## config.mk

```make
export PLATFORM = sky130hd
export DESIGN_NAME = sof_top
export DESIGN_NICKNAME = d
export VERILOG_FILES = /design/src/include/sof_pkg.sv /design/src/rtl/sof_clkdiv.sv /design/src/rtl/sof_quant.sv /design/src/rtl/sof_top.sv
export SDC_FILE = /design/constraint.sdc
export NUM_CORES = 1
export LEC_CHECK = 0
export ABC_CLOCK_PERIOD_IN_PS = 5600
export BUFFER_PORTS_ARGS = -buffer_cell sky130_fd_sc_hd__buf_2
export CAP_MARGIN = 20
export CORE_MARGIN = 1
export CORE_UTILIZATION = 25
export CTS_CLUSTER_DIAMETER = 80
export DETAILED_ROUTE_END_ITERATION = 8
export PLACE_DENSITY = 0.42
export SYNTH_ARGS = -nofsm -noshare
export SYNTH_HDL_FRONTEND = slang
export SYNTH_HIERARCHICAL = 1
export SYNTH_SLANG_ARGS = --single-unit
```

## constraint.sdc

```tcl
create_clock -name aclk -period 5.6 [get_ports aclk]
set_input_delay 0.56 -clock aclk [delete_from_list [all_inputs] [get_ports aclk]]
set_output_delay 0.56 -clock aclk [all_outputs]
set_load 0.05 [all_outputs]
```

## src/include/sof_pkg.sv

```systemverilog
// Purpose: Shared constants and types of the serial output formatter.
// Assumes: One 10 MHz clock, AXI4-Lite register access.
// Notes: Fractional two's complement, sign bit weighs minus one.
`default_nettype none
package sof_pkg;
  // ---------------------------------------------------------------
  // Register map
  // ---------------------------------------------------------------
  localparam int ADDR_W = 8;
  localparam logic [7:0] ADDR_FORMAT = 8'h00;
  localparam logic [7:0] ADDR_TIMING = 8'h04;
  localparam logic [7:0] ADDR_STATUS = 8'h08;
  localparam int FMT_LEN_LSB = 0;
  localparam int FMT_MSB_FIRST = 8;
  localparam int FMT_ROUND = 9;
  localparam int FMT_OFFSET = 10;
  localparam int FMT_SCALE2 = 11;
  localparam int TIM_DIV_LSB = 0;
  localparam int STAT_WORDS_LSB = 0;
  localparam int STAT_BUSY = 16;
  localparam int STAT_FULL = 17;
  localparam int STAT_ARMED = 18;
  localparam logic [1:0] RESP_OKAY = 2'h0;
  localparam logic [1:0] RESP_SLVERR = 2'h2;
  // ---------------------------------------------------------------
  // Word format
  // ---------------------------------------------------------------
  localparam logic [5:0] LEN_MIN = 6'h08;
  localparam logic [5:0] LEN_MAX = 6'h20;
  localparam logic signed [33:0] SAT_MAX = 34'sh0_7FFF_FFFF;
  localparam logic signed [33:0] SAT_MIN = 34'sh3_8000_0000;
  localparam logic [31:0] ALL_ONES = 32'hFFFF_FFFF;
  typedef struct packed {
    logic [5:0] len;
    logic msb_first;
    logic rnd;
    logic offset_bin;
    logic scale2;
    logic [4:0] div_m1;
  } sof_cfg_t;
  localparam sof_cfg_t CFG_RST = '{len: 6'h18, msb_first: 1'h1,
    rnd: 1'h0, offset_bin: 1'h0, scale2: 1'h0, div_m1: 5'h03};
  typedef struct packed {
    logic [7:0] awaddr;
    logic awvalid;
    logic [31:0] wdata;
    logic [3:0] wstrb;
    logic wvalid;
    logic bready;
    logic [7:0] araddr;
    logic arvalid;
    logic rready;
  } sof_axi_req_t;
  typedef struct packed {
    logic awready;
    logic wready;
    logic bvalid;
    logic [1:0] bresp;
    logic arready;
    logic rvalid;
    logic [31:0] rdata;
    logic [1:0] rresp;
  } sof_axi_rsp_t;
  typedef enum logic [1:0] {
    SER_IDLE = 2'b00,
    SER_SYNC = 2'b01,
    SER_SHIFT = 2'b10
  } sof_ser_t;
endpackage : sof_pkg
`default_nettype wire

```

## src/rtl/sof_clkdiv.sv

```systemverilog
// Purpose: Divides the clock into the serial clock and a period enable.
// Assumes: div_m1 holds the ratio minus one.
// Notes: With a ratio of one the serial clock stays high.
`default_nettype none
module sof_clkdiv #(
  parameter int DIV_W = 5
) (
  // Clock and reset
  input wire logic aclk,
  input wire logic aresetn,
  // Ratio
  input wire logic [DIV_W-1:0] div_m1,
  // Divided clock and period enable
  output logic sclk,
  output logic tick
);
  typedef struct packed {
    logic [DIV_W-1:0] cnt;
    logic sclk;
  } sof_div_st_t;
  sof_div_st_t s_q, s_d;
  logic [DIV_W:0] hi;

  if (DIV_W < 1) begin : g_chk
    $error("sof_clkdiv: DIV_W must be at least 1.");
  end

  always_comb begin
    hi = (DIV_W+1)'(({1'b0, div_m1} + (DIV_W+1)'(2)) >> 1);
    tick = (s_q.cnt >= div_m1);
    s_d = s_q;
    s_d.cnt = tick ? '0 : s_q.cnt + 1'b1;
    s_d.sclk = ({1'b0, s_d.cnt} < hi);
  end

  always_ff @(posedge aclk) begin
    if (!aresetn) begin
      s_q <= '0;
    end else begin
      s_q <= s_d;
    end
  end

  assign sclk = s_q.sclk;
endmodule : sof_clkdiv
`default_nettype wire

```

## src/rtl/sof_quant.sv

```systemverilog
// Purpose: Scales, rounds, saturates and formats one result word.
// Assumes: The result is a 32-bit fraction with the sign weighing -1.
// Notes: The kept bits are left-justified, the rest read as zero.
`default_nettype none
module sof_quant (
  // Raw result
  input wire logic [31:0] x,
  // Format
  input wire sof_pkg::sof_cfg_t cfg,
  // Formatted word
  output logic [31:0] y
);
  logic signed [33:0] v;

  always_comb begin
    v = {{2{x[31]}}, x};
    if (cfg.scale2) begin
      v = v <<< 1;
    end
    if (cfg.rnd && cfg.len < sof_pkg::LEN_MAX) begin
      v = v + (34'sh1 <<< (6'h1F - cfg.len));
    end
    if (v > sof_pkg::SAT_MAX) begin
      y = sof_pkg::SAT_MAX[31:0];
    end else if (v < sof_pkg::SAT_MIN) begin
      y = sof_pkg::SAT_MIN[31:0];
    end else begin
      y = v[31:0];
    end
    y = y & ~(sof_pkg::ALL_ONES >> cfg.len);
    if (cfg.offset_bin) begin
      y[31] = ~y[31];
    end
  end
endmodule : sof_quant
`default_nettype wire

```

## src/rtl/sof_top.sv

```systemverilog
// Purpose: Serial output formatter with compute engine sync control.
// Assumes: Results arrive by valid/ready; pins pass two flip-flops.
// Notes: Registers sit on an AXI4-Lite slave.
// Function
// Low filter sync resets compute engine
// First word after word sync starts
// Serialise results, make clock and sync
// Word length eight to thirty-two
// MSB or LSB first
// Round or truncate to length
// Two's complement or offset binary output
// Optional times two scaling
// Data shifts with serial clock
// Serial clock divides filter clock 1-32
// Even ratio gives equal high, low
// Odd ratio high (n+1)/2 cycles
// Word sync high one period first
// Data are fractional two's complement
// Short words take top positions
// Asymmetric taps double clock rate need
// Round half up and saturate
//
// Decided for this implementation: the address map and the AXI4-Lite register port.
`default_nettype none
module sof_top (
  // Clock and reset
  input wire logic aclk,
  input wire logic aresetn,
  // Register bus
  input wire sof_pkg::sof_axi_req_t axi_req,
  output sof_pkg::sof_axi_rsp_t axi_rsp,
  // Results from the compute engine
  input wire logic res_valid,
  input wire logic [31:0] res_data,
  output logic res_ready,
  // Sync pins
  input wire logic filter_sync_n,
  input wire logic input_word_sync,
  // Compute engine control
  output logic engine_reset,
  output logic first_sample,
  // Serial link
  output logic serial_clock_out,
  output logic data_out,
  output logic word_sync_out
);
  // ---------------------------------------------------------------
  // State
  // ---------------------------------------------------------------
  typedef struct packed {
    logic [7:0] awaddr;
    logic aw_have;
    logic [31:0] wdata;
    logic [3:0] wstrb;
    logic w_have;
    logic bvalid;
    logic [1:0] bresp;
    logic rvalid;
    logic [31:0] rdata;
    logic [1:0] rresp;
    sof_pkg::sof_cfg_t cfg;
    logic fs1, fs2, iw1, iw2, iw3;
    logic eng_rst, armed, first;
    logic [31:0] hold;
    logic hold_full;
    sof_pkg::sof_ser_t st;
    logic [31:0] shreg;
    logic [5:0] bitcnt, wlen;
    logic wmsb, dout, wsync;
    logic [15:0] words;
  } sof_top_st_t;
  sof_top_st_t s_q, s_d;
  logic tick, iw_rise, word_end, accept;
  logic [31:0] q_y, wr_word;
  logic [32:0] rd_hit;

  // ---------------------------------------------------------------
  // Helpers
  // ---------------------------------------------------------------
  function automatic logic [32:0] reg_read(input sof_top_st_t s,
                                           input logic [7:0] a);
    logic [31:0] w;
    w = '0;
    case (a)
      sof_pkg::ADDR_FORMAT: begin
        w[sof_pkg::FMT_LEN_LSB +: 6] = s.cfg.len;
        w[sof_pkg::FMT_MSB_FIRST] = s.cfg.msb_first;
        w[sof_pkg::FMT_ROUND] = s.cfg.rnd;
        w[sof_pkg::FMT_OFFSET] = s.cfg.offset_bin;
        w[sof_pkg::FMT_SCALE2] = s.cfg.scale2;
        return {1'b1, w};
      end
      sof_pkg::ADDR_TIMING: begin
        w[sof_pkg::TIM_DIV_LSB +: 5] = s.cfg.div_m1;
        return {1'b1, w};
      end
      sof_pkg::ADDR_STATUS: begin
        w[sof_pkg::STAT_WORDS_LSB +: 16] = s.words;
        w[sof_pkg::STAT_BUSY] = (s.st != sof_pkg::SER_IDLE);
        w[sof_pkg::STAT_FULL] = s.hold_full;
        w[sof_pkg::STAT_ARMED] = s.armed;
        return {1'b1, w};
      end
      default: return {1'b0, w};
    endcase
  endfunction : reg_read

  function automatic logic [5:0] clamp_len(input logic [5:0] l);
    if (l < sof_pkg::LEN_MIN) begin
      return sof_pkg::LEN_MIN;
    end
    if (l > sof_pkg::LEN_MAX) begin
      return sof_pkg::LEN_MAX;
    end
    return l;
  endfunction : clamp_len

  // ---------------------------------------------------------------
  // Datapath pieces
  // ---------------------------------------------------------------
  sof_clkdiv #(.DIV_W(5)) u_div (
    .aclk(aclk),
    .aresetn(aresetn),
    .div_m1(s_q.cfg.div_m1),
    .sclk(serial_clock_out),
    .tick(tick)
  );

  sof_quant u_quant (
    .x(res_data),
    .cfg(s_q.cfg),
    .y(q_y)
  );

  // ---------------------------------------------------------------
  // Next state
  // ---------------------------------------------------------------
  always_comb begin
    s_d = s_q;
    s_d.first = 1'b0;
    s_d.fs1 = filter_sync_n;
    s_d.fs2 = s_q.fs1;
    s_d.iw1 = input_word_sync;
    s_d.iw2 = s_q.iw1;
    s_d.iw3 = s_q.iw2;
    iw_rise = s_q.iw2 && !s_q.iw3;
    rd_hit = reg_read(s_q, s_q.awaddr);
    // Byte lanes merge over the current contents.
    for (int i = 0; i < 4; i++) begin
      wr_word[i*8 +: 8] = s_q.wstrb[i] ? s_q.wdata[i*8 +: 8]
                                       : rd_hit[i*8 +: 8];
    end
    if (axi_req.awvalid && !s_q.aw_have) begin
      s_d.awaddr = axi_req.awaddr;
      s_d.aw_have = 1'b1;
    end
    if (axi_req.wvalid && !s_q.w_have) begin
      s_d.wdata = axi_req.wdata;
      s_d.wstrb = axi_req.wstrb;
      s_d.w_have = 1'b1;
    end
    if (s_q.bvalid && axi_req.bready) begin
      s_d.bvalid = 1'b0;
    end
    if (s_q.aw_have && s_q.w_have && !s_q.bvalid) begin
      s_d.aw_have = 1'b0;
      s_d.w_have = 1'b0;
      s_d.bvalid = 1'b1;
      s_d.bresp = rd_hit[32] ? sof_pkg::RESP_OKAY
                             : sof_pkg::RESP_SLVERR;
      if (s_q.awaddr == sof_pkg::ADDR_FORMAT) begin
        s_d.cfg.len = clamp_len(wr_word[sof_pkg::FMT_LEN_LSB +: 6]);
        s_d.cfg.msb_first = wr_word[sof_pkg::FMT_MSB_FIRST];
        s_d.cfg.rnd = wr_word[sof_pkg::FMT_ROUND];
        s_d.cfg.offset_bin = wr_word[sof_pkg::FMT_OFFSET];
        s_d.cfg.scale2 = wr_word[sof_pkg::FMT_SCALE2];
      end else if (s_q.awaddr == sof_pkg::ADDR_TIMING) begin
        s_d.cfg.div_m1 = wr_word[sof_pkg::TIM_DIV_LSB +: 5];
      end
    end
    if (s_q.rvalid && axi_req.rready) begin
      s_d.rvalid = 1'b0;
    end
    if (axi_req.arvalid && !s_q.rvalid) begin
      rd_hit = reg_read(s_q, axi_req.araddr);
      s_d.rvalid = 1'b1;
      s_d.rdata = rd_hit[31:0];
      s_d.rresp = rd_hit[32] ? sof_pkg::RESP_OKAY
                             : sof_pkg::RESP_SLVERR;
    end
    // Serialiser, stepped once per serial clock period.
    word_end = (s_q.st == sof_pkg::SER_IDLE) ||
               (s_q.st == sof_pkg::SER_SHIFT && s_q.bitcnt == s_q.wlen);
    if (tick && !word_end) begin
      s_d.dout = s_q.wmsb ? s_q.shreg[31] : s_q.shreg[0];
      s_d.shreg = s_q.wmsb ? s_q.shreg << 1 : s_q.shreg >> 1;
      s_d.bitcnt = s_q.bitcnt + 6'h01;
      s_d.wsync = 1'b0;
    end
    if (tick) begin
      case (s_q.st)
        sof_pkg::SER_SYNC: begin
          s_d.st = sof_pkg::SER_SHIFT;
        end
        sof_pkg::SER_IDLE, sof_pkg::SER_SHIFT: begin
          if (word_end && s_q.hold_full) begin
            s_d.st = sof_pkg::SER_SYNC;
            s_d.wsync = 1'b1;
            s_d.dout = 1'b0;
            s_d.wlen = s_q.cfg.len;
            s_d.wmsb = s_q.cfg.msb_first;
            s_d.shreg = s_q.cfg.msb_first ? s_q.hold
              : s_q.hold >> (6'h20 - s_q.cfg.len);
            s_d.bitcnt = '0;
            s_d.hold_full = 1'b0;
            s_d.words = s_q.words + 16'h0001;
          end else if (word_end) begin
            s_d.st = sof_pkg::SER_IDLE;
            s_d.dout = 1'b0;
          end
        end
        default: begin
          s_d.st = sof_pkg::SER_IDLE;
        end
      endcase
    end
    accept = res_valid && res_ready;
    if (accept) begin
      s_d.hold = q_y;
      s_d.hold_full = 1'b1;
    end
    // Compute engine sync; a low sync input flushes the pending word.
    if (!s_q.fs2) begin
      s_d.eng_rst = 1'b1;
      s_d.armed = 1'b1;
      s_d.hold_full = 1'b0;
    end else begin
      s_d.eng_rst = 1'b0;
      if (s_q.armed && iw_rise) begin
        s_d.armed = 1'b0;
        s_d.first = 1'b1;
      end
    end
  end

  always_ff @(posedge aclk) begin
    if (!aresetn) begin
      s_q <= '0;
      s_q.cfg <= sof_pkg::CFG_RST;
      s_q.fs1 <= 1'b1;
      s_q.fs2 <= 1'b1;
    end else begin
      s_q <= s_d;
    end
  end

  // ---------------------------------------------------------------
  // Outputs
  // ---------------------------------------------------------------
  assign res_ready = !s_q.hold_full && s_q.fs2;
  assign engine_reset = s_q.eng_rst;
  assign first_sample = s_q.first;
  assign data_out = s_q.dout;
  assign word_sync_out = s_q.wsync;
  assign axi_rsp.awready = !s_q.aw_have;
  assign axi_rsp.wready = !s_q.w_have;
  assign axi_rsp.bvalid = s_q.bvalid;
  assign axi_rsp.bresp = s_q.bresp;
  assign axi_rsp.arready = !s_q.rvalid;
  assign axi_rsp.rvalid = s_q.rvalid;
  assign axi_rsp.rdata = s_q.rdata;
  assign axi_rsp.rresp = s_q.rresp;
endmodule : sof_top
`default_nettype wire

```

==> out/qor.txt <==
Type of origin of the critical path: flip-flop
RSZ-0062 raised after global routing: false
Synth Warn #: 6
Yosys top cell by area: dfxtp_1
Clk slew on worst S/H paths: 0.07 ns
Normalized max-slew margin: 0.3724
Share of layout cells above drive strength 1: 0.1453
Post-synth EDFFs: 0
#FFs+latches synth: 172
Initial antenna violation count: 0
CTS Buffer Depth: 2
Ranking of synthesized cells by area: dfxtp_1 (26%), mux2i_1 (9.1%), nand2_1 (7.4%)
Yosys cell types: 77
Total power: 3.718 mW
Leak Pwr: 5.724 nW
Iteration-0 DRC Markers: 786
Fin. max-slew vios: 0
Mapped cell area: 0.01331 mm2
Final setup TNS: 0 ns
Post-Layout Cell Count: 2444
Crit-path max FO: 30
Met2 wire len: 19920 um
Period utilization: 0.8592
Total GRT Usage: 0.1618
Most common cell after layout, fill and taps aside: nand2_1
Ports: 141
Clock Power Share: 0.363
Hpwl dp: 33300 um
Slew @ Worst Pin: 0.9394 ns
Synth Flop Type: dfxtp_1
Max Cap Viol: 0
CORE AREA: 0.05255 mm2
CTS tree: built
Chip height: 232.8 um
Critical Path AT: 5.18 ns
Postcts setup bufs: 0
Uppermost layer routed: met4
H-tree levels: 4
First drt pass iteration count: 9
Critical path's slowest cell: dfxtp_1
Hold Violations, Final: 0
Vias in the first global route: 12280
Global-route wire length before repair: 69790 um
Max stage delay on crit path: 0.75 ns
Worst min path class: input pin to flip-flop
Status: completed
Final setup violating endpoints: 0
Reg power frac: 0.395
Area Overhead vs Synth: 12.36%
Clk_lat worst skew: 0.43 ns
Setup Skew: 0.01372 ns
PortBufs: 101
Die X: 232.8 um
Hold_buf cts: 0
Met1 Wirelength: 21550 um
Starting density of the core: 0.2533
Post-CTS sizing: 0
GRT overflow: 0
Most frequent cells in the layout: nand2_1 (261), dfxtp_1 (171), nor2_1 (156)
Dpl cells: 2409
Synth top area share: 0.2586
Cell Chain, Critical Path: or3_1 > nor2_1 > ha_1 > nand4_1 > nor3_1 > nand3_1 > a21oi_1 > o41ai_2 > nor3b_4 > a22oi_1 > buf_4 > o31ai_1 > nand2_1 > a21oi_1
Post-Route WL: 43820 um
Mean Syn Cell Area: 7.660 um2
Pin count of the biggest net entering global routing: 82
FFs w/ async S/R, synth: 0
Final ANT Viol Nets: 0
Clock root buffer: clkbuf_16
Internal: 2.488 mW
Sw power: 1.230 mW
Sink Count: 172
Final routed DRC violation total: 0
Worst EP required: 5.96 ns
Avg WL per Cell: 17.93 um
Layout Nets: 1884
Met3 WL: 1538 um
Final GP Congestion: 0.8799
CP Capture Type: flip-flop
DIE AREA: 0.05418 mm2
Power Dens Cells: 248.6 mW/mm2
Critical path type: flip-flop to flip-flop
TritonCTS Buffers: 17
Combinational share of power: 0.243
Sw frac: 0.3308
Sequential-to-total area share from yosys stat: 0.2586
Max IR drop VDD: 0.0001929 V
Mean number of vias per cell: 5.172
Final min period: 4.812 ns
Fmax: 207.8 MHz
Vias post-DR: 12640
Rows: 84
Syn Inst Count: 1738
Worst path most repeated cell: a21oi_1
## metal layers
| layer | global-route usage | vias to the layer above |
|---|---|---|
| li1 | - | 6285 |
| met1 | 0.2265 | 6005 |
| met3 | 0.01581 | 45 |
| met5 | 0 | - |
| met2 | 0.2609 | 306 |
| met4 | 0.04677 | 0 |
## final timing paths
check	from	end	slack, ns	depth (start not counted)
max	s_q[117]$_SDFFE_PN0P_	s_q[91]$_SDFFE_PN0P_	0.79	14
min	axi_req[0]	axi_rsp[34]$_SDFFE_PN0P_	0.31	2
max reg2reg	s_q[117]$_SDFFE_PN0P_	s_q[91]$_SDFFE_PN0P_	0.79	14
min reg2reg	s_d[104]$_SDFF_PN1_	s_q[104]$_SDFF_PN1_	0.42	1
## cells by family (layout without fill, tap and decap cells)
kind of cell    Yosys count  in the layout  share of synthesized area
buf+inv                 195            198                    0.06880
compound gates          474            474                     0.2319
simple gates            623            623                     0.2157
fa+ha+maj                48             48                    0.04568
xor+xnor                 49             49                    0.03224
flops                   172            172                     0.2586
mux                     176            176                     0.1468
other cells               1             16                  0.0002817
## through the flow
stage          utilization  cell area (um2)  hold slack, ns  setup WS, ns
6_report            0.2846            14960          0.3142        0.7882
5_1_grt             0.2846            14960          0.2960        0.4171
4_1_cts             0.2838            14910          0.2914        0.7494
3_5_place_dp        0.2712            14250          0.3926        0.7864
3_3_place_gp        0.2711            14240          0.3978        0.8459
2_1_floorplan            -            13370          0.3863         1.517
## sequential cells by signal (all words and copies together) (netlist names)
name	count
s_d	3
u_div/sclk	1
first_sample	1
engine_reset	1
word_sync_out	1
data_out	1
s_q	136
axi_rsp	23
u_div/s_q	5
## cell type report
type	instances	area, um2
Inverter	30	115.1
Antenna cell	1	2.502
Multi-Input combinational cell	1385	9066
Tap cell	688	860.8
Sequential cell	172	3445
Fill cell	5793	37590
Timing Repair Buffer	136	808.3
Clock buffer	18	429.2
Clock inverter	14	231.5
## Yosys cell counts, types with 20 or more instances
cell type,count
nand2_1,261
dfxtp_1,172
nor2_1,156
a21oi_1,151
mux2i_1,121
clkbuf_1,91
o21ai_0,66
o211ai_1,52
ha_1,47
mux2_2,44
buf_4,39
nand3_1,36
inv_1,30
nor3_1,30
xnor2_1,29
a221oi_1,26
o22ai_1,24
xor2_1,20
## critical path, delay by kind of cell, from the launching register on
family                   cells  cell delay [ns]
AND/OR/NAND/NOR              7             2.08
flip-flops                   1             0.75
adder cells (fa/ha/maj)      1             0.43
buffers and inverters        1             0.28
AO/OA/AOI/OAI                5             1.18
## power by group through the flow
stage | clock [mW] | combinational, mW | sequential (mW)
floorplan | 0 | 0.695 | 1.44
global placement | 0 | 0.888 | 1.50
detailed placement | 0 | 0.892 | 1.49
CTS | 1.38 | 0.897 | 1.47
global route | 1.44 | 1.00 | 1.49
finish | 1.35 | 0.903 | 1.47
No activity file was read; power rests on OpenSTA's default activity.
